[src/design/pcoc_defines.svh]
// Offsets, field positions, reset values and masks of the panel/CRT output control.
// Assumes inclusion by bare name from the top-level design file.
`ifndef PCOC_DEFINES_SVH
`define PCOC_DEFINES_SVH

`define PCOC_CFG_OFS 8'h04
`define PCOC_CFG_RESET 32'h0000_0000
`define PCOC_CFG_WR_MASK 32'h03FF_FFEF

`define PCOC_B_PANEL_ON 27
`define PCOC_F_SEQ_DLY_HI 19
`define PCOC_F_SEQ_DLY_LO 17
`define PCOC_B_DITHER_EN 13
`define PCOC_B_FP_VS_POL 11
`define PCOC_B_FP_HS_POL 10
`define PCOC_B_CRT_VS_POL 9
`define PCOC_B_CRT_HS_POL 8
`define PCOC_B_PANEL_PIXEL_BUS_EN 7
`define PCOC_B_FP_PWR_EN 6
`define PCOC_B_DAC_PWR_N 5
`define PCOC_B_DAC_BLANK_EN 3
`define PCOC_B_CRT_VS_EN 2
`define PCOC_B_CRT_HS_EN 1
`define PCOC_B_DISP_EN 0

`define PCOC_STAGE_OFF 2'h0
`define PCOC_STAGE_VDD 2'h1
`define PCOC_STAGE_DATA 2'h2
`define PCOC_STAGE_FULL 2'h3

`endif

[src/design/pcoc_pkg.sv]
// Types shared by the panel/CRT output control and its testbench.
// Assumes pcoc_defines.svh supplies the numeric constants.
package pcoc_pkg;

  typedef struct packed {
    logic hsync;
    logic vsync;
    logic blank;
    logic de;
  } pcoc_timing_t;

  typedef struct packed {
    logic [7:0] r;
    logic [7:0] g;
    logic [7:0] b;
  } pcoc_rgb_t;

  typedef enum logic {
    PCOC_DIR_DOWN,
    PCOC_DIR_UP
  } pcoc_dir_t;

endpackage : pcoc_pkg

[src/design/pcoc_dither.sv]
// 24-bit to 18-bit ordered dither with a 2x2 pattern and frame alternation.
// Assumes pixel position parities come from the caller; output is registered.
module pcoc_dither (
  // Clock and reset
  input wire logic clk_sys_i,
  input wire logic rst_i,
  // Control
  input wire logic dither_en_i,
  input wire logic col_par_i,
  input wire logic row_par_i,
  input wire logic frame_par_i,
  // Pixel data
  input wire logic [23:0] pixel_i,
  output logic [17:0] pixel_o
);

  logic [1:0] thr;
  logic [17:0] pixel_next;

  // Pattern threshold, shifted on alternate frames
  assign thr = {col_par_i ^ row_par_i ^ frame_par_i, row_par_i};

  genvar ch;
  generate
    for (ch = 0; ch < 3; ch++) begin : g_chan
      logic [7:0] c;
      logic up;
      assign c = pixel_i[ch*8 +: 8];
      assign up = dither_en_i && (c[1:0] > thr) && (c[7:2] != 6'h3F);
      assign pixel_next[ch*6 +: 6] = c[7:2] + {5'h00, up};
    end
  endgenerate

  always_ff @(posedge clk_sys_i) begin
    if (rst_i) begin
      pixel_o <= 18'h0_0000;
    end else begin
      pixel_o <= pixel_next;
    end
  end

endmodule : pcoc_dither

[src/design/pcoc_top.sv]
// Display output control: configuration register, sync polarity and enables,
// DAC power and blanking, panel power sequencer and panel data path.
// Assumes timing and pixel inputs synchronous to clk_sys_i, syncs active high.
`include "pcoc_defines.svh"

// Functional notes
// - Panel hsync polarity bit 10: 0 rests low pulsing high, 1 inverted.
// - CRT vsync polarity bit 9: 0 rests low pulsing high, 1 inverted.
// - CRT hsync polarity bit 8: 0 rests low pulsing high, 1 inverted.
// - Panel data enable bit 7 low forces all 18 pixel lines low.
// - Panel power bit 6 rising starts power-up, falling starts power-down.
// - DAC power bit 5 is active low; DACs down while it is 0.
// - DAC blank enable bit 3 low blanks DACs always, else normal blanking.
// - CRT vsync driven only while vsync enable bit 2 is 1.
// - CRT hsync driven only while hsync enable bit 1 is 1.
// - Display enable bit 0 low holds display control logic in reset.
// - Power-up order: supply, then data bus with syncs, then backlight.
// - Stages are separated by the frame count in the delay field, 8 frames when it is 0.
// - Power-down order: backlight, data bus, then supply, same delay.
// - Dithering approximates 24-bit pixels on the 18-bit panel.
// - Read-only panel-on bit changes only when a sequence completes.
// - Dither enable bit 13 turns dithering on when 1.
module pcoc_top (
  // Clock and reset
  input wire logic clk_sys_i,
  input wire logic rst_i,
  // Register port
  input wire logic reg_wr_i,
  input wire logic reg_rd_i,
  input wire logic [7:0] reg_addr_i,
  input wire logic [31:0] reg_wdata_i,
  output logic [31:0] reg_rdata_o,
  // Graphics timing and pixels
  input wire pcoc_pkg::pcoc_timing_t timing_i,
  input wire pcoc_pkg::pcoc_rgb_t pixel_i,
  // Display control
  output logic display_reset_o,
  // CRT and DACs
  output logic crt_hsync_o,
  output logic crt_vsync_o,
  output logic dac_power_o,
  output logic dac_blank_o,
  output pcoc_pkg::pcoc_rgb_t dac_rgb_o,
  // Flat panel
  output logic panel_supply_enable_o,
  output logic panel_backlight_enable_o,
  output logic panel_display_enable_out_o,
  output logic panel_hsync_o,
  output logic panel_vsync_o,
  output logic [17:0] panel_pixel_bus_o
);

  logic [31:0] cfg_reg;
  logic pwr_prev_reg;
  logic [1:0] stage_reg;
  logic [1:0] stage_next;
  pcoc_pkg::pcoc_dir_t dir_reg;
  logic [2:0] frame_cnt_reg;
  logic panel_on_reg;
  logic vs_prev_reg;
  logic col_par_reg;
  logic row_par_reg;
  logic frame_par_reg;
  logic hs_prev_reg;
  pcoc_pkg::pcoc_timing_t t1_reg;
  pcoc_pkg::pcoc_rgb_t px1_reg;
  logic [17:0] dith_px;
  logic pipe_rst;
  logic pwr_edge;
  logic frame_evt;
  logic [1:0] target;
  logic [2:0] seq_dly;
  logic data_on;
  logic seq_step;

  assign pipe_rst = rst_i || !cfg_reg[`PCOC_B_DISP_EN];
  assign display_reset_o = !cfg_reg[`PCOC_B_DISP_EN];
  assign pwr_edge = cfg_reg[`PCOC_B_FP_PWR_EN] != pwr_prev_reg;
  assign frame_evt = timing_i.vsync && !vs_prev_reg;
  assign seq_dly = cfg_reg[`PCOC_F_SEQ_DLY_HI:`PCOC_F_SEQ_DLY_LO];
  assign target = (dir_reg == pcoc_pkg::PCOC_DIR_UP) ? `PCOC_STAGE_FULL : `PCOC_STAGE_OFF;
  assign data_on = stage_reg >= `PCOC_STAGE_DATA;
  assign seq_step = frame_evt && (stage_reg != target) && ((frame_cnt_reg + 3'h1) == seq_dly);

  // Configuration register
  always_ff @(posedge clk_sys_i) begin
    if (rst_i) begin
      cfg_reg <= `PCOC_CFG_RESET;
    end else if (reg_wr_i && reg_addr_i == `PCOC_CFG_OFS) begin
      cfg_reg <= reg_wdata_i & `PCOC_CFG_WR_MASK;
    end
  end

  always_ff @(posedge clk_sys_i) begin
    if (rst_i) begin
      reg_rdata_o <= 32'h0000_0000;
    end else if (reg_rd_i) begin
      if (reg_addr_i == `PCOC_CFG_OFS) begin
        reg_rdata_o <= cfg_reg | ({31'h0000_0000, panel_on_reg} << `PCOC_B_PANEL_ON);
      end else begin
        reg_rdata_o <= 32'h0000_0000;
      end
    end
  end

  // Power sequencer: edge moves one stage at once, later stages wait frames
  always_comb begin
    stage_next = stage_reg;
    if (pwr_edge) begin
      if (cfg_reg[`PCOC_B_FP_PWR_EN] && stage_reg != `PCOC_STAGE_FULL) begin
        stage_next = stage_reg + 2'h1;
      end else if (!cfg_reg[`PCOC_B_FP_PWR_EN] && stage_reg != `PCOC_STAGE_OFF) begin
        stage_next = stage_reg - 2'h1;
      end
    end else if (seq_step) begin
      if (dir_reg == pcoc_pkg::PCOC_DIR_UP) begin
        stage_next = stage_reg + 2'h1;
      end else begin
        stage_next = stage_reg - 2'h1;
      end
    end
  end

  always_ff @(posedge clk_sys_i) begin
    if (rst_i) begin
      stage_reg <= `PCOC_STAGE_OFF;
      dir_reg <= pcoc_pkg::PCOC_DIR_DOWN;
      pwr_prev_reg <= 1'b0;
      vs_prev_reg <= 1'b0;
    end else begin
      stage_reg <= stage_next;
      pwr_prev_reg <= cfg_reg[`PCOC_B_FP_PWR_EN];
      vs_prev_reg <= timing_i.vsync;
      if (pwr_edge) begin
        dir_reg <= cfg_reg[`PCOC_B_FP_PWR_EN] ? pcoc_pkg::PCOC_DIR_UP : pcoc_pkg::PCOC_DIR_DOWN;
      end
    end
  end

  always_ff @(posedge clk_sys_i) begin
    if (rst_i || pwr_edge || seq_step) begin
      frame_cnt_reg <= 3'h0;
    end else if (frame_evt && stage_reg != target) begin
      frame_cnt_reg <= frame_cnt_reg + 3'h1;
    end
  end

  always_ff @(posedge clk_sys_i) begin
    if (rst_i) begin
      panel_on_reg <= 1'b0;
    end else if (stage_next == `PCOC_STAGE_FULL) begin
      panel_on_reg <= 1'b1;
    end else if (stage_next == `PCOC_STAGE_OFF) begin
      panel_on_reg <= 1'b0;
    end
  end

  always_ff @(posedge clk_sys_i) begin
    if (rst_i) begin
      panel_supply_enable_o <= 1'b0;
      panel_backlight_enable_o <= 1'b0;
    end else begin
      panel_supply_enable_o <= stage_next != `PCOC_STAGE_OFF;
      panel_backlight_enable_o <= stage_next == `PCOC_STAGE_FULL;
    end
  end

  // Pixel position parities for the dither pattern
  always_ff @(posedge clk_sys_i) begin
    if (pipe_rst) begin
      col_par_reg <= 1'b0;
      row_par_reg <= 1'b0;
      frame_par_reg <= 1'b0;
      hs_prev_reg <= 1'b0;
    end else begin
      hs_prev_reg <= timing_i.hsync;
      col_par_reg <= timing_i.de ? !col_par_reg : 1'b0;
      if (frame_evt) begin
        row_par_reg <= 1'b0;
        frame_par_reg <= !frame_par_reg;
      end else if (timing_i.hsync && !hs_prev_reg) begin
        row_par_reg <= !row_par_reg;
      end
    end
  end

  pcoc_dither u_dither (
    .clk_sys_i(clk_sys_i),
    .rst_i(pipe_rst),
    .dither_en_i(cfg_reg[`PCOC_B_DITHER_EN]),
    .col_par_i(col_par_reg),
    .row_par_i(row_par_reg),
    .frame_par_i(frame_par_reg),
    .pixel_i(pixel_i),
    .pixel_o(dith_px)
  );

  // First pipeline stage, aligned with the dither output
  always_ff @(posedge clk_sys_i) begin
    if (pipe_rst) begin
      t1_reg <= '{hsync: 1'b0, vsync: 1'b0, blank: 1'b1, de: 1'b0};
      px1_reg <= '{r: 8'h00, g: 8'h00, b: 8'h00};
    end else begin
      t1_reg <= timing_i;
      px1_reg <= pixel_i;
    end
  end

  // CRT and DAC outputs; a disabled sync is held low
  always_ff @(posedge clk_sys_i) begin
    if (rst_i) begin
      crt_hsync_o <= 1'b0;
      crt_vsync_o <= 1'b0;
      dac_blank_o <= 1'b1;
      dac_rgb_o <= '{r: 8'h00, g: 8'h00, b: 8'h00};
    end else begin
      crt_hsync_o <= cfg_reg[`PCOC_B_CRT_HS_EN] &&
                     (t1_reg.hsync ^ cfg_reg[`PCOC_B_CRT_HS_POL]);
      crt_vsync_o <= cfg_reg[`PCOC_B_CRT_VS_EN] &&
                     (t1_reg.vsync ^ cfg_reg[`PCOC_B_CRT_VS_POL]);
      dac_blank_o <= !cfg_reg[`PCOC_B_DAC_BLANK_EN] || t1_reg.blank;
      dac_rgb_o <= px1_reg;
    end
  end

  assign dac_power_o = cfg_reg[`PCOC_B_DAC_PWR_N];

  // Panel outputs follow the sequencer's data stage
  always_ff @(posedge clk_sys_i) begin
    if (rst_i) begin
      panel_hsync_o <= 1'b0;
      panel_vsync_o <= 1'b0;
      panel_display_enable_out_o <= 1'b0;
      panel_pixel_bus_o <= 18'h0_0000;
    end else begin
      panel_hsync_o <= data_on && (t1_reg.hsync ^ cfg_reg[`PCOC_B_FP_HS_POL]);
      panel_vsync_o <= data_on && (t1_reg.vsync ^ cfg_reg[`PCOC_B_FP_VS_POL]);
      panel_display_enable_out_o <= data_on && t1_reg.de;
      panel_pixel_bus_o <= (data_on && cfg_reg[`PCOC_B_PANEL_PIXEL_BUS_EN]) ? dith_px : 18'h0_0000;
    end
  end
endmodule : pcoc_top

[config.mk]
export PLATFORM = sky130hd
export DESIGN_NAME = pcoc_top
export DESIGN_NICKNAME = d
export VERILOG_FILES = /design/src/design/pcoc_pkg.sv /design/src/design/pcoc_dither.sv /design/src/design/pcoc_top.sv
export VERILOG_INCLUDE_DIRS = /design/src /design/src/design
export SDC_FILE = /design/constraint.sdc
export NUM_CORES = 1
export LEC_CHECK = 0
export ABC_AREA = 1
export BUFFER_PORTS_ARGS = -buffer_cell sky130_fd_sc_hd__buf_2
export CORE_MARGIN = 1
export CORE_UTILIZATION = 30
export CTS_CLUSTER_DIAMETER = 80
export DETAILED_ROUTE_END_ITERATION = 16
export PLACE_DENSITY = 0.5
export REMOVE_ABC_BUFFERS = 1
export SYNTH_ARGS = -nofsm -noshare
export SYNTH_HDL_FRONTEND = slang
export SYNTH_SLANG_ARGS = --single-unit
[constraint.sdc]
create_clock -name clk_sys_i -period 5.4 [get_ports clk_sys_i]
set_clock_uncertainty 0.1 [all_clocks]
set_input_delay 1.08 -clock clk_sys_i [delete_from_list [all_inputs] [get_ports clk_sys_i]]
set_output_delay 1.08 -clock clk_sys_i [all_outputs]
set_load 0.01 [all_outputs]
Word level (Yosys, flattened, before mapping)
Cells that the tools add are included.
Widths: inputs -> output; s select.

cells by class
  $add $sub $neg = 6
  order comparisons = 4
  equal/unequal tests = 9
  muxes and demuxes = 10
  bitwise gates (word level) = 9
  reduce and logical (&&, ||, !) cells = 38

operator list
  cell                 number
  $mux 28              1
  $or 26x28->28        1
  $logic_and 1x1->1    19
  $add 6x1->6          3
  $ne 6x6->1 const B   3
  $mux 2               6
  $eq 8x3->1 const B   1
  $logic_not 1->1      8
  $gt 2x2->1           3
  $reduce_bool 2->1    3
  $reduce_or 2->1      3
  $xor 1x1->1          6
  $logic_or 1x1->1     4
  $add 3x1->3 const B  1
  $eq 3x3->1           1
  $mux 1               3
  $add 2x1->2 const B  1
  $eq 2x2->1 const B   1
  $ge 2x2->1 const B   1
  $logic_not 2->1      1
  $ne 2x2->1           1
  $ne 2x2->1 const B   1
  $not 1->1            2
  $sub 2x1->2 const B  1
  $ne 1x1->1           1

word-level totals
  register bits after elaboration = 165
  input port bits = 72
  output and inout bits = 84
  logic and storage cells = 107

Longest topological paths before layout
  word-level depth = 9
  depth in mapped cells = 16
  gate-level depth less buffers = 16

By module
Synthesis repeated with hierarchy kept, for this count alone.

second synthesis, totals
  cell total of the unflattened synthesis = 713
  area total of the unflattened synthesis = 5828.1 µm²

by module, submodules not included
  module       instances  cells an instance  area each (µm²)  sequential area each (µm²)
  pcoc_top     1          584                4863.4           2822.7
  pcoc_dither  1          129                964.7            360.3

Least setup slack after synthesis
Ideal clock, no wire load.

  path kind = in2reg
  from = input pixel_i[16] (netlist name)
  to = register u_dither.pixel_o[16]
  setup time = 0.119 ns
  arrival = 2.308 ns
  required time = 5.181 ns
  slack = 2.873 ns
  cell stages on the path = 11
  path buffers = 0
  cells stage by stage = inv_1 > ha_1 > a21oi_1 > o311a_1 > ha_1 > ha_1 > nand2_1 > inv_1 > nand2_1 > o21ai_0 > a21oi_1

on the way
  cells in the longest elaborated chain, start to end = 4

RTL lines
  what                             line               text
  start, declared                  pcoc_top.sv:35     input wire pcoc_pkg::pcoc_rgb_t pixel_i,
  $gt 2x2->1                       pcoc_dither.sv:29  assign up = dither_en_i && (c[1:0] > thr) && (c[7:2] != 6'h3F);
  $logic_and 1x1->1 (2 in series)  pcoc_dither.sv:29
  $add 6x1->6                      pcoc_dither.sv:30  assign pixel_next[ch*6 +: 6] = c[7:2] + {5'h00, up};
  end signal, assigned             pcoc_dither.sv:38  pixel_o <= pixel_next;
  end, declared                    pcoc_dither.sv:14  output logic [17:0] pixel_o

No other way between the ends.
A chain may end at the register's enable or synchronous reset.

Final worst setup path
  from = register row_par_reg
  to = register u_dither.pixel_o[10]

on the way
  cells in the longest elaborated chain, start to end = 6

RTL lines
  what                               line               text
  start, declared                    pcoc_top.sv:62     logic row_par_reg;
  start signal, assigned             pcoc_top.sv:182    row_par_reg <= !row_par_reg;
  $xor 1x1->1 (2 in series)          pcoc_dither.sv:21  assign thr = {col_par_i ^ row_par_i ^ frame_par_i, row_par_i};
  $gt 2x2->1 *                       pcoc_dither.sv:29
  $logic_and 1x1->1 * (2 in series)  pcoc_dither.sv:29
  $add 6x1->6 *                      pcoc_dither.sv:30

Mark *: on every way between the ends. The rest lies on a longest branch, timed or not.

==> metrics.md <==
| Metric | Value |
|---|---|
| CTS clk-pin slew, worst paths | 0.07 ns |
| Vias in the first global route | 4199 |
| Cells after synthesis | 687 |
| Placement Cell Area | ~6800 um2 |
| Async SR Flop Fraction | 0% |
| CP Cell Sequence | xnor2_1, xor2_1, ha_1, a21oi_1, o311a_1, ha_1, ha_1, nand3_1, o21ai_0, a21oi_1 |
| Outcome | finished clean |
| Min cycle time layout | 2.634 ns |
| WP buf/inv | 0 |
| Clock tree root buffer cell | clkbuf_16 |
| First-iteration detailed-routing DRC count | 158 |
| Routed vias | ~4600 |
| Hold endpoint | dac_rgb_o[10] |
| Post-route DRC | 0 |
| Initial antenna violation count | 2 |
| Core Area | 18960 um2 |
| Largest net degree at the start of global routing | 57 |
| Ys flop type | dfxtp_1 |
| Vias per Instance | 4.160 |
| CP Capture Type | register |
| WP data required | 5.61 ns |
| CTS max path bufs | 2 |
| Number of synthesized flops with an enable pin | 0 |
| Grt ovf | 0 |
| Final worst path period share | 48.78% |
| Power density over the cells | roughly 340 nW/um2 |
| GRT Util Overall | 14.05% |
| Clk Latency, worst-skew pair | roughly 0.42 ns |
| Most common cell after layout, fill and taps aside | dfxtp_1 |
| Slew Limit Fails | 0 |
| IO Pins | approximately 160 |
| Most frequent cells in the layout | dfxtp_1, buf_2, nor2_1 |
| Die height | between 100 and 150 um |
| Slowest cell on crit path | dfxtp_1 |
| Routability Congestion | approximately 0.75 |
| Global-route wire length before repair | between 20000 and 25000 um |
| Sequential fraction of the synthesis area | 54.09% |
| CTS resizes | 0 |
| Starting Density | a little under a third |
| Hold Crit Start | px1_reg[10] |
| Largest incremental delay on the critical path | around 0.46 ns |
| Drt first pass iters | 4 |
| I/O Buffers | between 100 and 150 |
| WL/cell | around 12 um |
| Fmax | about 380 MHz |
| Synth warn | 0 |
| Synth Cell Area | ~5900 um2 |
| CP max FO | 6 |
| RSZ-0062 raised after global routing | no |
| H-tree Lvls | 4 |
| Reg-to-reg endpoint | u_dither.pixel_o[10] |
| Number of CTS-inserted buffers | 17 |
| Largest register FFs | 26 |
| Pleak | approximately 0.0033 uW |
| Reg2reg start | row_par_reg |
| Slew at the pin with the worst max-slew slack | ~0.85 ns |
| DPL Wire Length | 9151 um |
| Max rail drop VDD | around 0.00021 V |
| Setup TNS | 0 ns |
| Seq cells post-synth | ~160 |
| HP Class | register to register |
| Slew headroom | a little over two fifths |
| Reg2Reg Setup Slack | between 2 and 3 ns |
| Worst Hold Path Cells | 2 |
| DRT antenna net count | 0 |
| Die Wd | between 100 and 150 um |
| Fin. Hold Viols | 0 |
| Critical Path Start Type | register |
| Final setup fails | 0 |
| Avg Inst Size Synth | roughly 8.6 um2 |
| R2r worst-path depth | 10 |
| Hold buffers post-CTS | 0 |
| Number of core rows | 50 |
| Fraction of layout cells with a size suffix above 1 | about a quarter |
| Worst Path Class, Setup | register to register |
| Post-synth cell types | 38 |
| WL final | around 14000 um |
| Delay-heaviest family, CP | adder cells |
| Area delta synth->final | 24.81% |
| Most common cell on crit path | ha_1 |
| Die Area | ~20000 um2 |
| TritonCTS clock tree | built |
| Post-CTS Setup Inserts | 0 |
| Max-cap violation count | 0 |
| Critical path arrival | between 2 and 3 ns |
| Final instance area | around 7300 um2 |
| Nets | 912 |
| CTS sink count | approximately 160 |
==> power by group <==
group / switching (uW) / total [uW] / internal (uW)
combinational: 64.0 / 103 / 38.5
sequential: 4.49 / 1190 / 1180
clock: 488 / 1180 / 689
==> tightest hold or removal path, stage by stage, from the launching register on <==
cell and delay, ns:
dfxtp_1 0.30, inv_1 0.04, nor2_1 0.03
==> per-stage QoR <==
stage	util, %	setup slack (ns)	hold WS (ns)	power, uW	cells
after CTS	38.72	2.778	0.3015	2509	1093
after global routing	38.73	2.493	0.3082	2562	1094
after global placement	35.64	2.493	0.2892	1318	1061
final	38.75	2.766	0.2995	2467	1095
after floorplan	-	2.069	0.2883	1256	655
after detailed placement	35.64	2.460	0.2925	1318	1061
==> worst max-delay path by stage <==
stage	startpoint	end	slack (ns)	cells past startpoint
after floorplan	reg_addr_i[4]	cfg_reg[0]	2.07	5
after global routing	row_par_reg	u_dither.pixel_o[16]	2.49	12
after detailed placement	rst_i	u_dither.pixel_o[5]	2.46	7
after global placement	rst_i	u_dither.pixel_o[5]	2.49	7
final	row_par_reg	u_dither.pixel_o[10]	2.77	10
after CTS	row_par_reg	u_dither.pixel_o[10]	2.78	10
==> cell usage after synthesis, types with 2 or more instances <==
cell      count  area [um2]
nand2_1      52       195.2
nand2_4       2       22.52
ha_1         20       250.2
nor2_4       10       112.6
or2_2         2       12.51
a31oi_1       3       18.77
nor3_1        2       10.01
xnor2_1       7       61.31
inv_2         8       30.03
inv_1       100       375.4
clkbuf_1     17       63.81
nand3_1      13       65.06
a21oi_1      74       370.4
buf_6         3       33.78
nor2_1      104       390.4
o21ai_2       2       17.52
buf_2         4       20.02
nor2_2        6       37.54
o211ai_1      3       22.52
nand4_1       7       43.79
o21ai_0      59       295.3
nand2_2       2       12.51
or2_1         3       18.77
dfxtp_1     159        3183
buf_4        10       75.07
o311a_1       3       30.03
==> layer usage <==
metal / vias to the layer above / routed length [um] / GRT usage [%]
li1: 2424 / - / -
met1: 2035 / 6296 / 17.07
met2: 79 / 6423 / 23.22
met3: 17 / 532 / 3.567
met4: 0 / 265 / 6.621
met5: - / 0 / 0
==> cell families (layout without fill, tap and decap cells) <==
family	Yosys count	count (layout)	share of synthesized area, %
flip-flops	159	159	54.09
buffers and inverters	146	287	10.76
AND/OR/NAND/NOR	207	207	16.48
XOR/XNOR	8	8	1.191
adder cells (fa/ha/maj)	20	20	4.253
other	1	8	0.06373
AO/OA/AOI/OAI	146	146	13.16
==> layout make-up <==
cell class | instances | area (um2)
fill | 2003 | 11610
sequential | 159 | 3183
multi-input combinational | 387 | 2095
timing repair buffer | 146 | 740.7
clock buffer | 22 | 484.2
inverter | 109 | 411.6
tap | 260 | 325.3
clock inverter | 10 | 100.1
antenna | 2 | 5.005
(Power assumes the default switching activity.)
